**src/core/pfa_pkg.sv**
```systemverilog
// package for the pulse full adder: delays and carrier types
package pfa_pkg;
    // cycles between the undelayed and delayed copy of an input pulse
    localparam int unsigned PFA_DELAY_CYCLES = 1;
    // reset value of every pulse stage
    localparam logic        PFA_RST_VAL      = 1'h0;

    // the three operand pulses presented in one timing interval
    typedef struct packed {
        logic addend;
        logic augend;
        logic carry_in;
    } pfa_in_t;

    // result pulses towards the operand logic and the next place
    typedef struct packed {
        logic sum;
        logic carry;
    } pfa_out_t;
endpackage

```
**src/core/pfa_full_adder.sv**
```systemverilog
// single-bit pulse full adder with carry detect and sum suppression
// Notes on behaviour
// - each input passes its own pulse former giving an undelayed and a delayed copy.
// - exactly one input set gives sum and no carry.
// - exactly two inputs set, any two, give carry and no sum.
// - all three inputs set give both sum and carry.
// - carry rises when any pair of undelayed copies coincide.
// - a detected carry inhibits the OR of delayed copies onto the sum.
// - sum paths use the delayed copies so carry and suppression settle first.
// - coincidence of all three delayed copies drives the sum past the suppression.
// - no input set gives neither sum nor carry.
`timescale 1ns/1ps
module pfa_full_adder (
    input  wire logic              clock,
    input  wire logic              srst,
    input  wire pfa_pkg::pfa_in_t  in_pulse,
    output pfa_pkg::pfa_out_t      out_pulse
);
    //------------------------------------------------------------
    // input pulse formers
    //------------------------------------------------------------
    logic [2:0] in_vec;
    logic [2:0] now_v;
    logic [2:0] late_v;

    assign in_vec = {in_pulse.addend, in_pulse.augend, in_pulse.carry_in};

    // one former per input; operands come from same-clock logic, no sync
    for (genvar i = 0; i < 3; i++) begin : g_former
        pfa_pulse_former #(
            .DELAY (pfa_pkg::PFA_DELAY_CYCLES)
        ) u_former (
            .clock    (clock),
            .srst     (srst),
            .pulse_in (in_vec[i]),
            .now_out  (now_v[i]),
            .late_out (late_v[i])
        );
    end

    //------------------------------------------------------------
    // carry detection and sum gating
    //------------------------------------------------------------
    logic carry_hold_q;
    logic carry_hold_d;
    logic any_pair;
    logic sum_d;
    logic carry_d;
    logic sum_q;
    logic carry_q;
    logic pair_ab;
    logic pair_ac;
    logic pair_bc;
    logic triple_hit;
    logic or_any;
    logic or_gated;

    // paired coincidence gates on the undelayed copies; one pair is enough
    assign pair_ab  = now_v[2] & now_v[1];
    assign pair_ac  = now_v[2] & now_v[0];
    assign pair_bc  = now_v[1] & now_v[0];
    assign any_pair = pair_ab | pair_ac | pair_bc;

    // carry detect is held one step so it lines up with the delayed copies;
    // this is what lets suppression settle before any sum can pass
    always_comb begin
        carry_hold_d = any_pair;
        triple_hit   = &late_v;
        or_any       = |late_v;
        or_gated     = or_any & ~carry_hold_q;
        carry_d      = carry_hold_q;
        sum_d        = or_gated | triple_hit;
    end

    // registers only; outputs come straight from flip-flops
    always_ff @(posedge clock) begin
        if (srst) begin
            carry_hold_q <= pfa_pkg::PFA_RST_VAL;
            sum_q        <= pfa_pkg::PFA_RST_VAL;
            carry_q      <= pfa_pkg::PFA_RST_VAL;
        end else begin
            carry_hold_q <= carry_hold_d;
            sum_q        <= sum_d;
            carry_q      <= carry_d;
        end
    end

    assign out_pulse.sum   = sum_q;
    assign out_pulse.carry = carry_q;

    //------------------------------------------------------------
    // timing through the block
    //------------------------------------------------------------
    // edge 0: operands captured as the undelayed copies
    // edge 1: pairs latched as carry detect; copies move to the delayed taps
    // edge 2: sum and carry registered; they stand until the next edge
    // a checker sampling at edge 3 therefore sees the operands of edge 0
    // the carry leaves with the same skew as the sum, so a chain of places
    // pays three edges per place; whoever chains stages must wait for it

    //------------------------------------------------------------
    // checks
    //------------------------------------------------------------
    logic [1:0] cnt_in;
    logic [1:0] settle_q;
    logic [1:0] settle_d;
    logic       settled;

    assign cnt_in = 2'(in_vec[0]) + 2'(in_vec[1]) + 2'(in_vec[2]);

    // edges since reset; the pipe shows reset zeros until this saturates
    always_comb begin
        settle_d = settle_q;
        if (!(&settle_q)) begin
            settle_d = settle_q + 2'h1;
        end
    end

    // helper register only
    always_ff @(posedge clock) begin
        if (srst) begin
            settle_q <= 2'h0;
        end else begin
            settle_q <= settle_d;
        end
    end

    assign settled = &settle_q;

    a_one_sum: assert property (@(posedge clock) disable iff (srst)
        (cnt_in == 2'h1) |-> ##3 (out_pulse.sum && !out_pulse.carry))
        else $error("single input did not give sum only");
    a_two_carry: assert property (@(posedge clock) disable iff (srst)
        (cnt_in == 2'h2) |-> ##3 (!out_pulse.sum && out_pulse.carry))
        else $error("two inputs did not give carry only");
    a_three_both: assert property (@(posedge clock) disable iff (srst)
        (cnt_in == 2'h3) |-> ##3 (out_pulse.sum && out_pulse.carry))
        else $error("three inputs did not give sum and carry");
    a_none_quiet: assert property (@(posedge clock) disable iff (srst)
        (cnt_in == 2'h0) |-> ##3 (!out_pulse.sum && !out_pulse.carry))
        else $error("idle inputs gave an output");
    a_pair_carry: assert property (@(posedge clock) disable iff (srst)
        any_pair |-> ##2 out_pulse.carry)
        else $error("pair coincidence lost carry");
    a_sum_suppress: assert property (@(posedge clock) disable iff (srst)
        (carry_hold_q && !(&late_v)) |=> !out_pulse.sum)
        else $error("sum not suppressed by carry");
    a_triple_sum: assert property (@(posedge clock) disable iff (srst)
        (&late_v) |=> out_pulse.sum)
        else $error("triple coincidence gave no sum");
    a_late_align: assert property (@(posedge clock) disable iff (srst)
        $rose(any_pair) |=> (carry_hold_q && (|late_v)))
        else $error("carry detect not settled with delayed copies");
    a_former_copy: assert property (@(posedge clock) disable iff (srst)
        in_vec[2] |=> now_v[2] ##1 late_v[2])
        else $error("pulse former copies wrong");

    // augend and incoming carry formers behave the same
    a_former_augend: assert property (@(posedge clock) disable iff (srst)
        in_vec[1] |=> now_v[1] ##1 late_v[1])
        else $error("augend former copies wrong");

    a_former_cin: assert property (@(posedge clock) disable iff (srst)
        in_vec[0] |=> now_v[0] ##1 late_v[0])
        else $error("carry in former copies wrong");

    // an idle carry in must not leave a ghost pulse in either copy
    a_former_idle: assert property (@(posedge clock) disable iff (srst)
        !in_vec[0] |=> !now_v[0] ##1 !late_v[0])
        else $error("idle former produced a pulse");

    // whole-table checks once the pipe holds real operands
    a_sum_parity: assert property (@(posedge clock) disable iff (srst)
        settled |-> (out_pulse.sum == (^$past(in_vec, 3))))
        else $error("sum differs from operand parity");

    a_carry_major: assert property (@(posedge clock) disable iff (srst)
        settled |-> (out_pulse.carry == ($past(cnt_in, 3) >= 2'h2)))
        else $error("carry differs from operand majority");

    // each pair gate alone must raise the carry
    a_pair_ab: assert property (@(posedge clock) disable iff (srst)
        pair_ab |-> ##2 out_pulse.carry)
        else $error("addend augend pair lost carry");

    a_pair_ac: assert property (@(posedge clock) disable iff (srst)
        pair_ac |-> ##2 out_pulse.carry)
        else $error("addend carry pair lost carry");

    a_pair_bc: assert property (@(posedge clock) disable iff (srst)
        pair_bc |-> ##2 out_pulse.carry)
        else $error("augend carry pair lost carry");

    // no pair means no carry
    a_no_pair: assert property (@(posedge clock) disable iff (srst)
        !any_pair |-> ##2 !out_pulse.carry)
        else $error("carry without any pair");

    // an unsuppressed or path must reach the sum
    a_or_pass: assert property (@(posedge clock) disable iff (srst)
        (or_any && !carry_hold_q) |=> out_pulse.sum)
        else $error("or path blocked without carry");

    // sum only ever comes from the delayed taps
    a_sum_source: assert property (@(posedge clock) disable iff (srst)
        out_pulse.sum |-> $past(or_any))
        else $error("sum without delayed copy");

    a_sum_wait: assert property (@(posedge clock) disable iff (srst)
        (late_v == 3'h0) |=> !out_pulse.sum)
        else $error("sum ahead of delayed copies");

    // carry leaves from the held detect, not straight from the gates
    a_carry_source: assert property (@(posedge clock) disable iff (srst)
        out_pulse.carry |-> $past(carry_hold_q))
        else $error("carry without held detect");

    // all three set raise the carry as well as the sum
    a_triple_carry: assert property (@(posedge clock) disable iff (srst)
        (&now_v) |-> ##2 out_pulse.carry)
        else $error("triple input lost carry");

    // reset leaves both outputs quiet
    a_reset_quiet: assert property (@(posedge clock)
        srst |=> (!out_pulse.sum && !out_pulse.carry))
        else $error("outputs active after reset");
endmodule

```
**src/core/pfa_pulse_former.sv**
```systemverilog
// input pulse former: registered undelayed copy plus delayed copy
`timescale 1ns/1ps
module pfa_pulse_former #(
    parameter int unsigned DELAY = pfa_pkg::PFA_DELAY_CYCLES
) (
    input  wire logic clock,
    input  wire logic srst,
    input  wire logic pulse_in,
    output logic      now_out,
    output logic      late_out
);
    logic [DELAY-1:0] line_q;
    logic [DELAY-1:0] line_d;
    logic             now_q;
    logic             now_d;

    // next values: capture the pulse, then shift it down the delay line
    // the undelayed copy enters at the top and leaves at bit 0
    always_comb begin
        now_d           = pulse_in;
        line_d          = line_q;
        line_d[DELAY-1] = now_q;
        for (int k = 0; k < DELAY - 1; k++) begin
            line_d[k] = line_q[k+1];
        end
    end

    // registers only
    always_ff @(posedge clock) begin
        if (srst) begin
            now_q  <= pfa_pkg::PFA_RST_VAL;
            line_q <= {DELAY{pfa_pkg::PFA_RST_VAL}};
        end else begin
            now_q  <= now_d;
            line_q <= line_d;
        end
    end

    assign now_out  = now_q;
    assign late_out = line_q[0];
endmodule

```
**config.mk**
```make
export PLATFORM = sky130hd
export DESIGN_NAME = pfa_full_adder
export DESIGN_NICKNAME = d
export VERILOG_FILES = /design/src/core/pfa_pkg.sv /design/src/core/pfa_full_adder.sv /design/src/core/pfa_pulse_former.sv
export SDC_FILE = /design/constraint.sdc
export NUM_CORES = 1
export LEC_CHECK = 0
export ABC_AREA = 1
export CAP_MARGIN = 20
export CORE_AREA = 2 2 39 41
export DETAILED_ROUTE_END_ITERATION = 12
export DIE_AREA = 0 0 41 43
export DONT_BUFFER_PORTS = 1
export GPL_TIMING_DRIVEN = 0
export RECOVER_POWER = 100
export SLEW_MARGIN = 30
export SYNTH_ARGS = -nofsm -noshare
export SYNTH_HDL_FRONTEND = slang
export SYNTH_HIERARCHICAL = 1
export SYNTH_SLANG_ARGS = --single-unit
```
**constraint.sdc**
```tcl
create_clock -name clock -period 1.15 [get_ports clock]
set_input_delay 0.115 -clock clock [delete_from_list [all_inputs] [get_ports clock]]
set_output_delay 0.115 -clock clock [all_outputs]
set_load 0.005 [all_outputs]
```
---- Yosys cells after proc, flatten, opt, wreduce, memory -nomap -nowiden ----
Index checks and enable logic that the tools add are counted.
operators by class
  bitwise logic cells ..................... 8
  reduce and logical (&&, ||, !) cells .... 2
operators with widths
  kind                 count
  bitwise AND 1 bit    4
  bitwise OR 1 bit     3
  AND reduction 3 bit  1
  OR reduction 3 bit   1
  NOT 1 bit            1
word-level totals
  bits in registers ....................... 9
  input bits .............................. 5
  output and inout port bits .............. 2
  logic and storage cells ................. 19

---- Logic depth before layout (Yosys ltp) ----
Gate-level depths: netlist (run 1).
  depth after elaboration ................. 3
  mapped depth ............................ 4
  depth with buffers taken out ............ 4

---- By module ----
The synthesis (run 1) kept the hierarchy.
by module, submodules not included
  module            instances  cells an instance  area each (um2)  sequential area each (um2)
  pfa_pulse_former  3          6                  55.1             40.0
  pfa_full_adder    1          17                 125.1            60.1

---- Worst setup path before layout (run 1) ----
OpenSTA, ideal clock, no wires.
  path kind ............................... reg-to-reg
  start point ............................. register g_former[1].u_former.line_q
  end point ............................... register sum_q
  setup time .............................. 0.122 ns
  arrival ................................. 0.491 ns
  data required time ...................... 1.028 ns
  slack ................................... 0.538 ns
  stages on the path, launching flop included .. 3
  buffers on the path ..................... 0
  clock period less this slack ............ 0.612 ns
  cells stage by stage .................... dfxtp_1 > o21ai_0 > a21oi_1
on the way
  word-level cells in the longest chain between the ends .. 3
  elaborated cells on any way between the ends .. 4
  those cells by class .................... bitwise: 2; reduce/logical: 2
RTL lines
  item                    line                    RTL
  from (decl)             pfa_pulse_former.sv:12  logic [DELAY-1:0] line_q;
  from (signal assigned)  pfa_pulse_former.sv:32  line_q <= {DELAY{pfa_pkg::PFA_RST_VAL}};
  from (signal assigned)  pfa_pulse_former.sv:35  line_q <= line_d;
  OR reduction 3 bit      pfa_full_adder.sv:69    or_any = |late_v;
  bitwise AND 1 bit       pfa_full_adder.sv:70    or_gated = or_any & ~carry_hold_q;
  bitwise OR 1 bit (*)    pfa_full_adder.sv:72    sum_d = or_gated | triple_hit;
  to (signal assigned)    pfa_full_adder.sv:79    sum_q <= pfa_pkg::PFA_RST_VAL;
  to (signal assigned)    pfa_full_adder.sv:83    sum_q <= sum_d;
  to (decl)               pfa_full_adder.sv:49    logic sum_q;
Every way passes the cells marked *; elsewhere a longest branch is shown, timed or not.
A chain may end at the register's enable or synchronous reset.

---- Final worst setup path (run 1) ----
  start point ............................. register carry_q
  end point ............................... output port out_pulse[0] in the netlist's numbering
RTL lines
  item                    line                  RTL
  from (decl)             pfa_full_adder.sv:50  logic carry_q;
  from (signal assigned)  pfa_full_adder.sv:80  carry_q <= pfa_pkg::PFA_RST_VAL;
  from (signal assigned)  pfa_full_adder.sv:84  carry_q <= carry_d;
  to (decl)               pfa_full_adder.sv:17  output pfa_pkg::pfa_out_t out_pulse
No word-level cell between the ends.

==> results of run 1 <==
==> path summary, 6_finish.rpt <==
check / start / endpoint / slack, ns / depth (start not counted)
worst max-delay path: carry_q / out_pulse[0] / 0.35 / 1
worst max register to register: g_former[1].u_former/late_out / sum_q / 0.50 / 2
worst min-delay path: srst / sum_q / 0.008 / 3
worst min register to register: g_former[1].u_former/now_out / g_former[1].u_former/late_out / 0.42 / 2
==> metal layers <==
| layer | vias up | GRT usage | wire length (microns) | part of all wire |
|---|---|---|---|---|
| li1 | 113 | - | - | - |
| met3 | 0 | 0.0785 | 60 | 0.16 |
| met2 | 9 | 0.0813 | 168 | 0.43 |
| met5 | - | 0 | 0 | 0 |
| met4 | 0 | 0.0400 | 0 | 0 |
| met1 | 80 | 0.0526 | 157 | 0.41 |
==> kinds of logic after synthesis <==
group | share of synthesized area
AOI/OAI and AO/OA | 0.0690
DFF | 0.621
buffers and inverters | 0.168
and+or+nand+nor | 0.142
==> worst register-to-register path: stages (launching register included) <==
cell,delay (ns)
sky130_fd_sc_hd__dfxtp_1,0.30
sky130_fd_sc_hd__o21ai_0,0.16
sky130_fd_sc_hd__a21oi_1,0.08
==> through the flow <==
| step | std cells | hold slack [ns] |
|---|---|---|
| after global placement | 51 | 0.187 |
| after CTS | 59 | 0.00263 |
| after floorplan | 35 | 0.186 |
| after detailed placement | 51 | 0.189 |
| final | 59 | 0.00813 |
| after global routing | 59 | 0.0157 |
==> state kept, by name (all words and copies together) (netlist names) <==
name                        count
g_former.u_former/now_out       3
sum_q                           1
carry_d                         1
carry_q                         1
g_former.u_former/late_out      3
==> area by class of cell <==
| cell class | instances | area, sq um | area share |
|---|---|---|---|
| Sequential cell | 9 | 180 | 0.478 |
| Clock buffer | 4 | 26.3 | 0.0698 |
| Inverter | 9 | 33.8 | 0.0897 |
| Timing Repair Buffer | 4 | 40.0 | 0.106 |
| Multi-Input combinational cell | 15 | 61.3 | 0.163 |
| Buffer | 2 | 15.0 | 0.0399 |
| Tap cell | 16 | 20.0 | 0.0532 |
==> cells in the final DEF (no fill, tap or decap), drive strengths merged <==
cell type / synthesis / final
a21oi: 2 / 2
clkbuf: 0 / 6
dfxtp: 9 / 9
dlygate4sd3: 0 / 4
inv: 9 / 9
nand2: 3 / 3
nor2: 8 / 8
o21ai: 2 / 2
==> timing repair <==
item | 4_1_cts | 5_1_grt
hold endpoints to repair | 7 | 0
gates resized for setup | 0 | 0
endpoints found under the setup margin | 0 | 0
hold buffers | 4 | 0
==> where the power goes <==
part,internal [mW],switching (mW)
Clock,0.134,0.107
Combinational,0.0199,0.0149
Sequential,0.326,0.00564
Total,0.479,0.128
==> run_results.csv, run 1 <==
group,metric,value,unit
run_status,run_status,"completed",
yosys,synth_common_cells,"sky130_fd_sc_hd__dfxtp_1, sky130_fd_sc_hd__inv_1, sky130_fd_sc_hd__nor2_1",
sta,aggregate_negative_setup_slack,0,ns
detailed_routing,routed-via-count,202,
sta,setup_slack,0.353,ns
detailed_routing,drtPass1Iterations,4,
placement,place_congestion,0.694,
yosys,syn-mean-instance-area,8.29,sq um
sta,timing.max_slew.rel_slack,0.835,
yosys,synth-seq-cells,9,
clock_tree,cts-htree-levels,1,
clock_tree,clockRootBuffer,"sky130_fd_sc_hd__clkbuf_4",
floorplan,chipWidth,41,microns
sta,finalSetupViolations,0,
sta,setup_repair_after_global_routing_missed_its_margin,"false",
critical_path,worstPathBufferInverterCount,1,
yosys,synth-edff-count,0,
detailed_routing,remaining_drc_errors,0,
power,p_per_area,1610,nW/um^2
global_route,vias_in_the_first_global_route,202,
finish,filler_cell_count,149,
job,count_of_max_cap_constraint_violations,0,
finish,n_antenna_cell,0,
floorplan,rows,14,
clock_tree,ctsLongestPathBuffers,2,
detailed_routing,drt_wl_total,387,microns
clock_tree,cts.reportedPaths.clkPinSlew,0.06,ns
global_route,global_route_wire_length_before_repair,662,microns
placement,numPortBuffers,0,
placement,post-place-ws,0.493,ns
worst_hold_path,hold_path.class,"in2reg",
critical_path,worstPathArrival,0.68,ns
yosys,async_flop_share,0,
sta,finalCritPeriodShare,0.693,
global_route,grt.overflow.total,0,
finish,fraction_of_final_layout_cells_with_drive_strength_greater_than_1,0.116,
global_route,antenna_found_initial,0,
detailed_routing,detailed_route_wire_length_per_cell,6.56,microns
clock_tree,cts_setup_buffers,0,
finish,final_core_util,0.272,
sta,clock_skew,0.00230,ns
critical_path,timing.critical_path.cells,"clkbuf_4",
yosys,synth-main-ff-cell,"sky130_fd_sc_hd__dfxtp_1",
power,ir_worst_vdd,0.663,mV
placement,detailed_place_hpwl,238,microns
sta,timing.fmax,1.25,GHz
floorplan,floorplan.initialDensity,0.210,
critical_path,timing.critical_path.required,1.03,ns
yosys,synth_top_area_share,0.621,
critical_path,crit_slowest_cell,"sky130_fd_sc_hd__dfxtp_1",
floorplan,floorplan.die.height,43,microns
clock_tree,cts.sinks,9,
sta,finalHoldViolations,0,
clock_tree,cts_tree,"done",
global_route,grt_max_degree,8,
clock_tree,cts_bufs_inserted,3,
floorplan,dieArea,1760,sq um
yosys,synthesis.yosys.warnings,6,
yosys,leading_post_synthesis_cells_by_cell_area,"sky130_fd_sc_hd__dfxtp_1, sky130_fd_sc_hd__inv_1, sky130_fd_sc_hd__nor2_1, sky130_fd_sc_hd__buf_4, sky130_fd_sc_hd__nand2_1",
critical_path,criticalPathCategory,"reg2out",
yosys,postSynthCellCount,35,
critical_path,critical_path.endpoint_type,"output pin",
yosys,library_cells_used_by_synthesis,7,
detailed_routing,avgViaCountPerCell,3.42,
critical_path,slowest_delay,0.30,ns
placement,detailed_place.area,310,sq um
critical_path,setup_crit_start_kind,"flop",
power,p_leak,0.173,nW
critical_path,path_max_fanout,1,
yosys,number_of_nets_in_the_synthesized_netlist,40,
finish,area_growth,29.7,%
detailed_routing,drt-initial-drc-count,8,
floorplan,fp.coreArea,1380,sq um
yosys,synth.yosys.seq_area_share,0.621,
sta,finalCriticalPeriod,0.797,ns
sta,maxSlewViolCount,0,
floorplan,io_pins,7,
finish,layout.cell_area.non_filler,377,sq um
power,report.power.total,0.607,mW
yosys,syn-cell-area,290,sq um
finish,nets,49,
clock_tree,clk-insertion-delay-late,0.26,ns
critical_path,cpLargestDelayFamily,"flip-flops",
detailed_routing,drt.antenna.violating_nets,0,
global_route,grtUsageTotal,0.0637,
sta,worstMarginPinSlew,0.246,ns
yosys,synth_top_cell_by_area,"sky130_fd_sc_hd__dfxtp_1",
No activity file was read; power rests on OpenSTA's default activity.
==> run 2: changes to the inputs <==
--- a/config.mk
+++ b/config.mk
@@ -5,7 +5,7 @@
 export SDC_FILE = /design/constraint.sdc
 export NUM_CORES = 1
 export LEC_CHECK = 0
-export ABC_AREA = 1
+export ABC_AREA = 0
 export CAP_MARGIN = 20
 export CORE_AREA = 2 2 39 41
 export DETAILED_ROUTE_END_ITERATION = 12
==> constraint.sdc (replaced) <==
create_clock -name clock -period 0.8 [get_ports clock]
set_input_delay 0.08 -clock clock [delete_from_list [all_inputs] [get_ports clock]]
set_output_delay 0.08 -clock clock [all_outputs]
set_load 0.005 [all_outputs]
==> run_results.csv, run 2 <==
group,metric,value,unit
sta,finalCriticalPeriod,0.786,ns
yosys,synth_top_area_share,0.634,
global_route,grt_util_met1,0.0458,
power,p_leak,0.153,nW
floorplan,floorplan.die.height,43,microns
global_route,grt.overflow.total,0,
floorplan,dieArea,1760,sq um
global_route,global_route.peak_usage_layer,"met3",
critical_path,worstPathArrival,0.96,ns
job,count_of_max_cap_constraint_violations,0,
finish,final-seq-area,180,sq um
critical_path,criticalPathCategory,"in2reg",
critical_path,setup_crit_start_kind,"input pin",
yosys,syn-cell-area,284,sq um
sta,timing.max_slew.rel_slack,0.863,
floorplan,floorplan.initialDensity,0.205,
critical_path,cpLargestDelayFamily,"buffers and inverters",
yosys,leading_post_synthesis_cells_by_cell_area,"sky130_fd_sc_hd__dfxtp_1, sky130_fd_sc_hd__nor2b_1, sky130_fd_sc_hd__buf_4, sky130_fd_sc_hd__and2b_2, sky130_fd_sc_hd__nand2b_2",
finish,final_cell_mix,"sky130_fd_sc_hd__dfxtp_1, sky130_fd_sc_hd__nor2b_1, sky130_fd_sc_hd__clkbuf_4, sky130_fd_sc_hd__dlygate4sd3_1",
power,report.power.total,0.874,mW
finish,final_core_util,0.275,
detailed_routing,avgViaCountPerCell,4.00,
clock_tree,cts_tree,"done",
critical_path,slowest_delay,0.61,ns
sta,timing.fmax,1.27,GHz
finish,filler_cell_count,136,
floorplan,fp.coreArea,1380,sq um
global_route,global_route_wire_length_before_repair,600,microns
clock_tree,cts_bufs_inserted,3,
power,ir_worst_vdd,1.02,mV
yosys,number_of_nets_in_the_synthesized_netlist,30,
yosys,async_flop_share,0,
global_route,groute.layer.met2.usage,0.0719,
global_route,grt_max_degree,7,
sta,finalSetupViolations,0,
yosys,synth-seq-cells,9,
finish,fraction_of_final_layout_cells_with_drive_strength_greater_than_1,0.206,
yosys,yosysMostFrequentCell,"sky130_fd_sc_hd__dfxtp_1",
sta,aggregate_negative_setup_slack,0,ns
critical_path,timing.critical_path.cells,"dlygate4sd3_1, o32ai_1",
clock_tree,ctsLongestPathBuffers,2,
sta,clock_skew,0.00928,ns
detailed_routing,routed-via-count,200,
clock_tree,cts.sinks,9,
finish,area_growth,33.9,%
global_route,antenna_found_initial,0,
floorplan,chipWidth,41,microns
yosys,library_cells_used_by_synthesis,11,
clock_tree,cts_setup_buffers,0,
sta,setup_repair_after_global_routing_missed_its_margin,"false",
floorplan,io_pins,7,
floorplan,rows,14,
yosys,synth_common_cells,"sky130_fd_sc_hd__dfxtp_1, sky130_fd_sc_hd__nor2b_1, sky130_fd_sc_hd__buf_4",
placement,place_congestion,0.608,
clock_tree,cts-htree-levels,1,
detailed_routing,remaining_drc_errors,0,
yosys,synth-edff-count,0,
placement,numPortBuffers,0,
clock_tree,clk-insertion-delay-late,0.26,ns
detailed_routing,drtPass1Iterations,1,
run_status,run_status,"completed",
critical_path,crit_slowest_cell,"sky130_fd_sc_hd__dlygate4sd3_1",
yosys,syn-mean-instance-area,11.4,sq um
critical_path,worstPathBufferInverterCount,1,
detailed_routing,drt-initial-drc-count,0,
yosys,postSynthCellCount,25,
finish,layout.cell_area.non_filler,380,sq um
detailed_routing,drt.antenna.violating_nets,0,
worst_hold_path,hold_path.class,"in2reg",
finish,multi_input_area,88.8,sq um
critical_path,critical_path.endpoint_type,"flop",
yosys,synth_top_cell_by_area,"sky130_fd_sc_hd__dfxtp_1",
sta,worstMarginPinSlew,0.205,ns
finish,nets,40,
detailed_routing,drt_wl_total,371,microns
yosys,synthesis.yosys.warnings,6,
global_route,grtUsageTotal,0.0616,
yosys,synth-main-ff-cell,"sky130_fd_sc_hd__dfxtp_1",
critical_path,reg2reg_depth,2,
global_route,vias_in_the_first_global_route,174,
sta,finalCritPeriodShare,0.983,
sta,maxSlewViolCount,0,
finish,layout.cells.most_common,"sky130_fd_sc_hd__dfxtp_1",
yosys,synth.yosys.seq_area_share,0.634,
sta,finalHoldViolations,0,
clock_tree,cts.reportedPaths.clkPinSlew,0.06,ns
placement,detailed_place.area,304,sq um
power,p_per_area,2300,nW/um^2
detailed_routing,detailed_route_wire_length_per_cell,7.42,microns
critical_path,path_max_fanout,6,
critical_path,path_depth,2,
critical_path,timing.critical_path.required,0.98,ns
clock_tree,clockRootBuffer,"sky130_fd_sc_hd__clkbuf_4",
worst_hold_path,timing.hold.worst_path_depth,1,
finish,n_antenna_cell,0,
global_route,grt_met3_use,0.0785,
[run 2: what timing repair did]
action	CTS	global route
setup endpoints to repair	0	1
hold endpoints to repair	8	1
hold buffers	4	1
resized for setup	0	1
[run 2: path summary, 6_finish.rpt]
| check | start | endpoint | slack (ns) |
|---|---|---|---|
| hold / removal | srst | carry_q | 0.02 |
| hold reg to reg | g_former[1].u_former/now_out | g_former[1].u_former/late_out | 0.46 |
| setup / recovery | srst | sum_q | 0.01 |
| setup reg to reg | carry_d | sum_q | 0.11 |
[run 2: metal layers]
layer	wire (microns)	up-vias	part of all wire
met2	152	10	0.41
met4	13	0	0.035
met1	150	90	0.40
li1	-	98	-
met5	0	-	0
met3	55	2	0.15
[run 2: worst reg2reg max path: cells and delay by family (launching register included)]
| kind | cells | cell delay, ns |
|---|---|---|
| flops | 1 | 0.34 |
| compound gates | 2 | 0.25 |
[run 2: final cells by class]
class | count | share of cell area
Clock buffer | 4 | 0.0691
Sequential cell | 9 | 0.474
Multi-Input combinational cell | 14 | 0.234
Buffer | 2 | 0.0395
Timing Repair Buffer | 5 | 0.132
Tap cell | 16 | 0.0526
[run 2: metrics by stage]
step	instances	hold slack [ns]	setup WS, ns
after detailed placement	41	0.154	0.0486
after global placement	41	0.153	0.0681
after CTS	49	0.000295	0.0186
after floorplan	25	0.149	0.114
after global routing	50	0.0122	0.00145
final	50	0.0220	0.0138
[run 2: power by group]
group,leakage [nW],switching [mW],internal [mW]
logic,0.0637,0.0138,0.0360
clock network,0.0150,0.154,0.192
registers,0.0742,0.00892,0.469
[run 2: cell families after synthesis]
family          count (synthesis)  share of synthesized area
buf+inv                         2                     0.0528
flops                           9                      0.634
simple gates                   10                      0.220
compound gates                  4                     0.0925
==> run 3: changes to the inputs <==
--- a/config.mk
+++ b/config.mk
@@ -11,7 +11,6 @@
 export DETAILED_ROUTE_END_ITERATION = 12
 export DIE_AREA = 0 0 41 43
 export DONT_BUFFER_PORTS = 1
-export GPL_TIMING_DRIVEN = 0
 export RECOVER_POWER = 100
 export SLEW_MARGIN = 30
 export SYNTH_ARGS = -nofsm -noshare
==> run_results.csv, run 3 (synthesized netlist as in run 2, its figures left out) <==
group,metric,value,unit
floorplan,chipWidth,41,microns
finish,area_growth,25.1,%
sta,finalCriticalPeriod,0.780,ns
job,count_of_max_cap_constraint_violations,0,
critical_path,critical_path.reg2reg.startpoint,"carry_d",
clock_tree,cts_setup_buffers,0,
clock_tree,cts.sinks,9,
placement,numPortBuffers,0,
critical_path,critical_path.endpoint_type,"flop",
sta,maxSlewViolCount,0,
clock_tree,cts_bufs_inserted,3,
critical_path,slowest_delay,0.60,ns
critical_path,worstPathArrival,0.95,ns
critical_path,timing.reg2reg.setup_slack,0.07,ns
critical_path,timing.critical_path.required,0.97,ns
run_status,run_status,"completed",
clock_tree,cts-htree-levels,1,
finish,final_cell_mix,"sky130_fd_sc_hd__dfxtp_1, sky130_fd_sc_hd__nor2b_1, sky130_fd_sc_hd__dlygate4sd3_1",
critical_path,reg2reg_depth,2,
detailed_routing,drt-initial-drc-count,1,
finish,layout.cells.most_common,"sky130_fd_sc_hd__dfxtp_1",
detailed_routing,maxUsedRoutingLayer,"met3",
global_route,grt_max_degree,7,
sta,timing.fmax,1.28,GHz
clock_tree,cts.reportedPaths.clkPinSlew,0.06,ns
critical_path,worstReg2RegEnd,"sum_q",
global_route,vias_in_the_first_global_route,150,
sta,timing.max_slew.rel_slack,0.868,
critical_path,timing.critical_path.cells,"dlygate4sd3_1, o32ai_1",
critical_path,cp-startpoint,"srst",
power,ir_worst_vdd,1.17,mV
floorplan,rows,14,
detailed_routing,remaining_drc_errors,0,
critical_path,cpLargestDelayFamily,"buffers and inverters",
power,p_per_area,2410,nW/um^2
detailed_routing,drt.antenna.violating_nets,0,
sta,aggregate_negative_setup_slack,0,ns
finish,filler_cell_count,152,
critical_path,path_depth,2,
finish,multi_input_area,88.8,sq um
finish,final_core_util,0.257,
clock_tree,ctsLongestPathBuffers,2,
critical_path,end_point_of_the_critical_path,"sum_q",
finish,non_filler_cells_final,47,
floorplan,io_pins,7,
sta,finalHoldWorstSlack,0.00777,ns
critical_path,criticalPathCategory,"in2reg",
placement,place_congestion,0.612,
floorplan,floorplan.initialDensity,0.205,
global_route,antenna_found_initial,0,
detailed_routing,avgViaCountPerCell,3.62,
clock_tree,clk-insertion-delay-late,0.26,ns
sta,setup_repair_after_global_routing_missed_its_margin,"false",
placement,place.detailed.instances,39,
critical_path,path_max_fanout,6,
sta,clock_skew,0.00183,ns
detailed_routing,routed-via-count,170,
finish,final-seq-area,180,sq um
global_route,global_route_wire_length_before_repair,621,microns
worst_hold_path,min_from,"srst",
global_route,grtUsageTotal,0.0636,
critical_path,crit_slowest_cell,"sky130_fd_sc_hd__dlygate4sd3_1",
detailed_routing,detailroute.wirelength.met3,65,microns
detailed_routing,detailed_route_wire_length_on_metal_1,129,microns
worst_hold_path,hold_path.class,"in2reg",
detailed_routing,wl_met2,131,microns
finish,fraction_of_final_layout_cells_with_drive_strength_greater_than_1,0.161,
critical_path,worstPathBufferInverterCount,1,
critical_path,setup_crit_start_kind,"input pin",
finish,nets,37,
detailed_routing,drtPass1Iterations,2,
finish,n_antenna_cell,0,
sta,worstMarginPinSlew,0.198,ns
power,p_leak,0.138,nW
floorplan,floorplan.die.height,43,microns
global_route,grt.overflow.total,0,
sta,finalCritPeriodShare,0.976,
detailed_routing,detailed_route_wire_length_per_cell,6.94,microns
clock_tree,clockRootBuffer,"sky130_fd_sc_hd__clkbuf_4",
sta,finalHoldViolations,0,
floorplan,dieArea,1760,sq um
detailed_routing,drt_wl_total,326,microns
clock_tree,cts_tree,"done",
floorplan,fp.coreArea,1380,sq um
sta,finalSetupViolations,0,
## run 3: cell count changes in the layout (fill, tap and decap cells not counted), sizes merged
| cell | previous run | this run |
|---|---|---|
| clkbuf | 6 | 4 |
| dlygate4sd3 | 5 | 4 |
## run 3: report_power, final
| part | switching (mW) | leakage [nW] | internal (mW) |
|---|---|---|---|
| Combinational | 0.0107 | 0.0488 | 0.0277 |
| Clock | 0.146 | 0.0150 | 0.191 |
| Sequential | 0.00955 | 0.0742 | 0.470 |
| Total | 0.166 | 0.138 | 0.689 |
## run 3: layer usage
metal,vias to the layer above,track usage
met4,0,0.0400
met3,0,0.0995
met1,68,0.0623
met2,10,0.0594
li1,92,-
met5,-,0
## run 3: worst min path at each step
stage | slack, ns | to | cells past startpoint
floorplan | 0.15 | carry_d | 1
global placement | 0.15 | carry_d | 1
detailed placement | 0.15 | carry_d | 1
CTS | 0.001 | sum_q | 2
global route | 0.002 | sum_q | 2
finish | 0.008 | sum_q | 2
## run 3: timing repair
item	4_1_cts	5_1_grt
hold endpoints to repair	8	0
hold buffers	4	0
setup endpoints to repair	0	0
resized for setup	0	0
## run 3: cell type report
class,instances,area share
sequential,9,0.507
multi-input combinational,14,0.250
clock buffer,4,0.0739
timing repair buffer,4,0.113
tap,16,0.0563
## run 3: metrics by stage
stage | area [sq um] | power [mW] | worst slack, ns
floorplan | 284 | 0.513 | 0.114
global placement | 289 | 0.510 | 0.0842
detailed placement | 289 | 0.510 | 0.0798
CTS | 355 | 0.867 | 0.0277
global route | 355 | 0.915 | 0.00641
finish | 355 | 0.855 | 0.0196
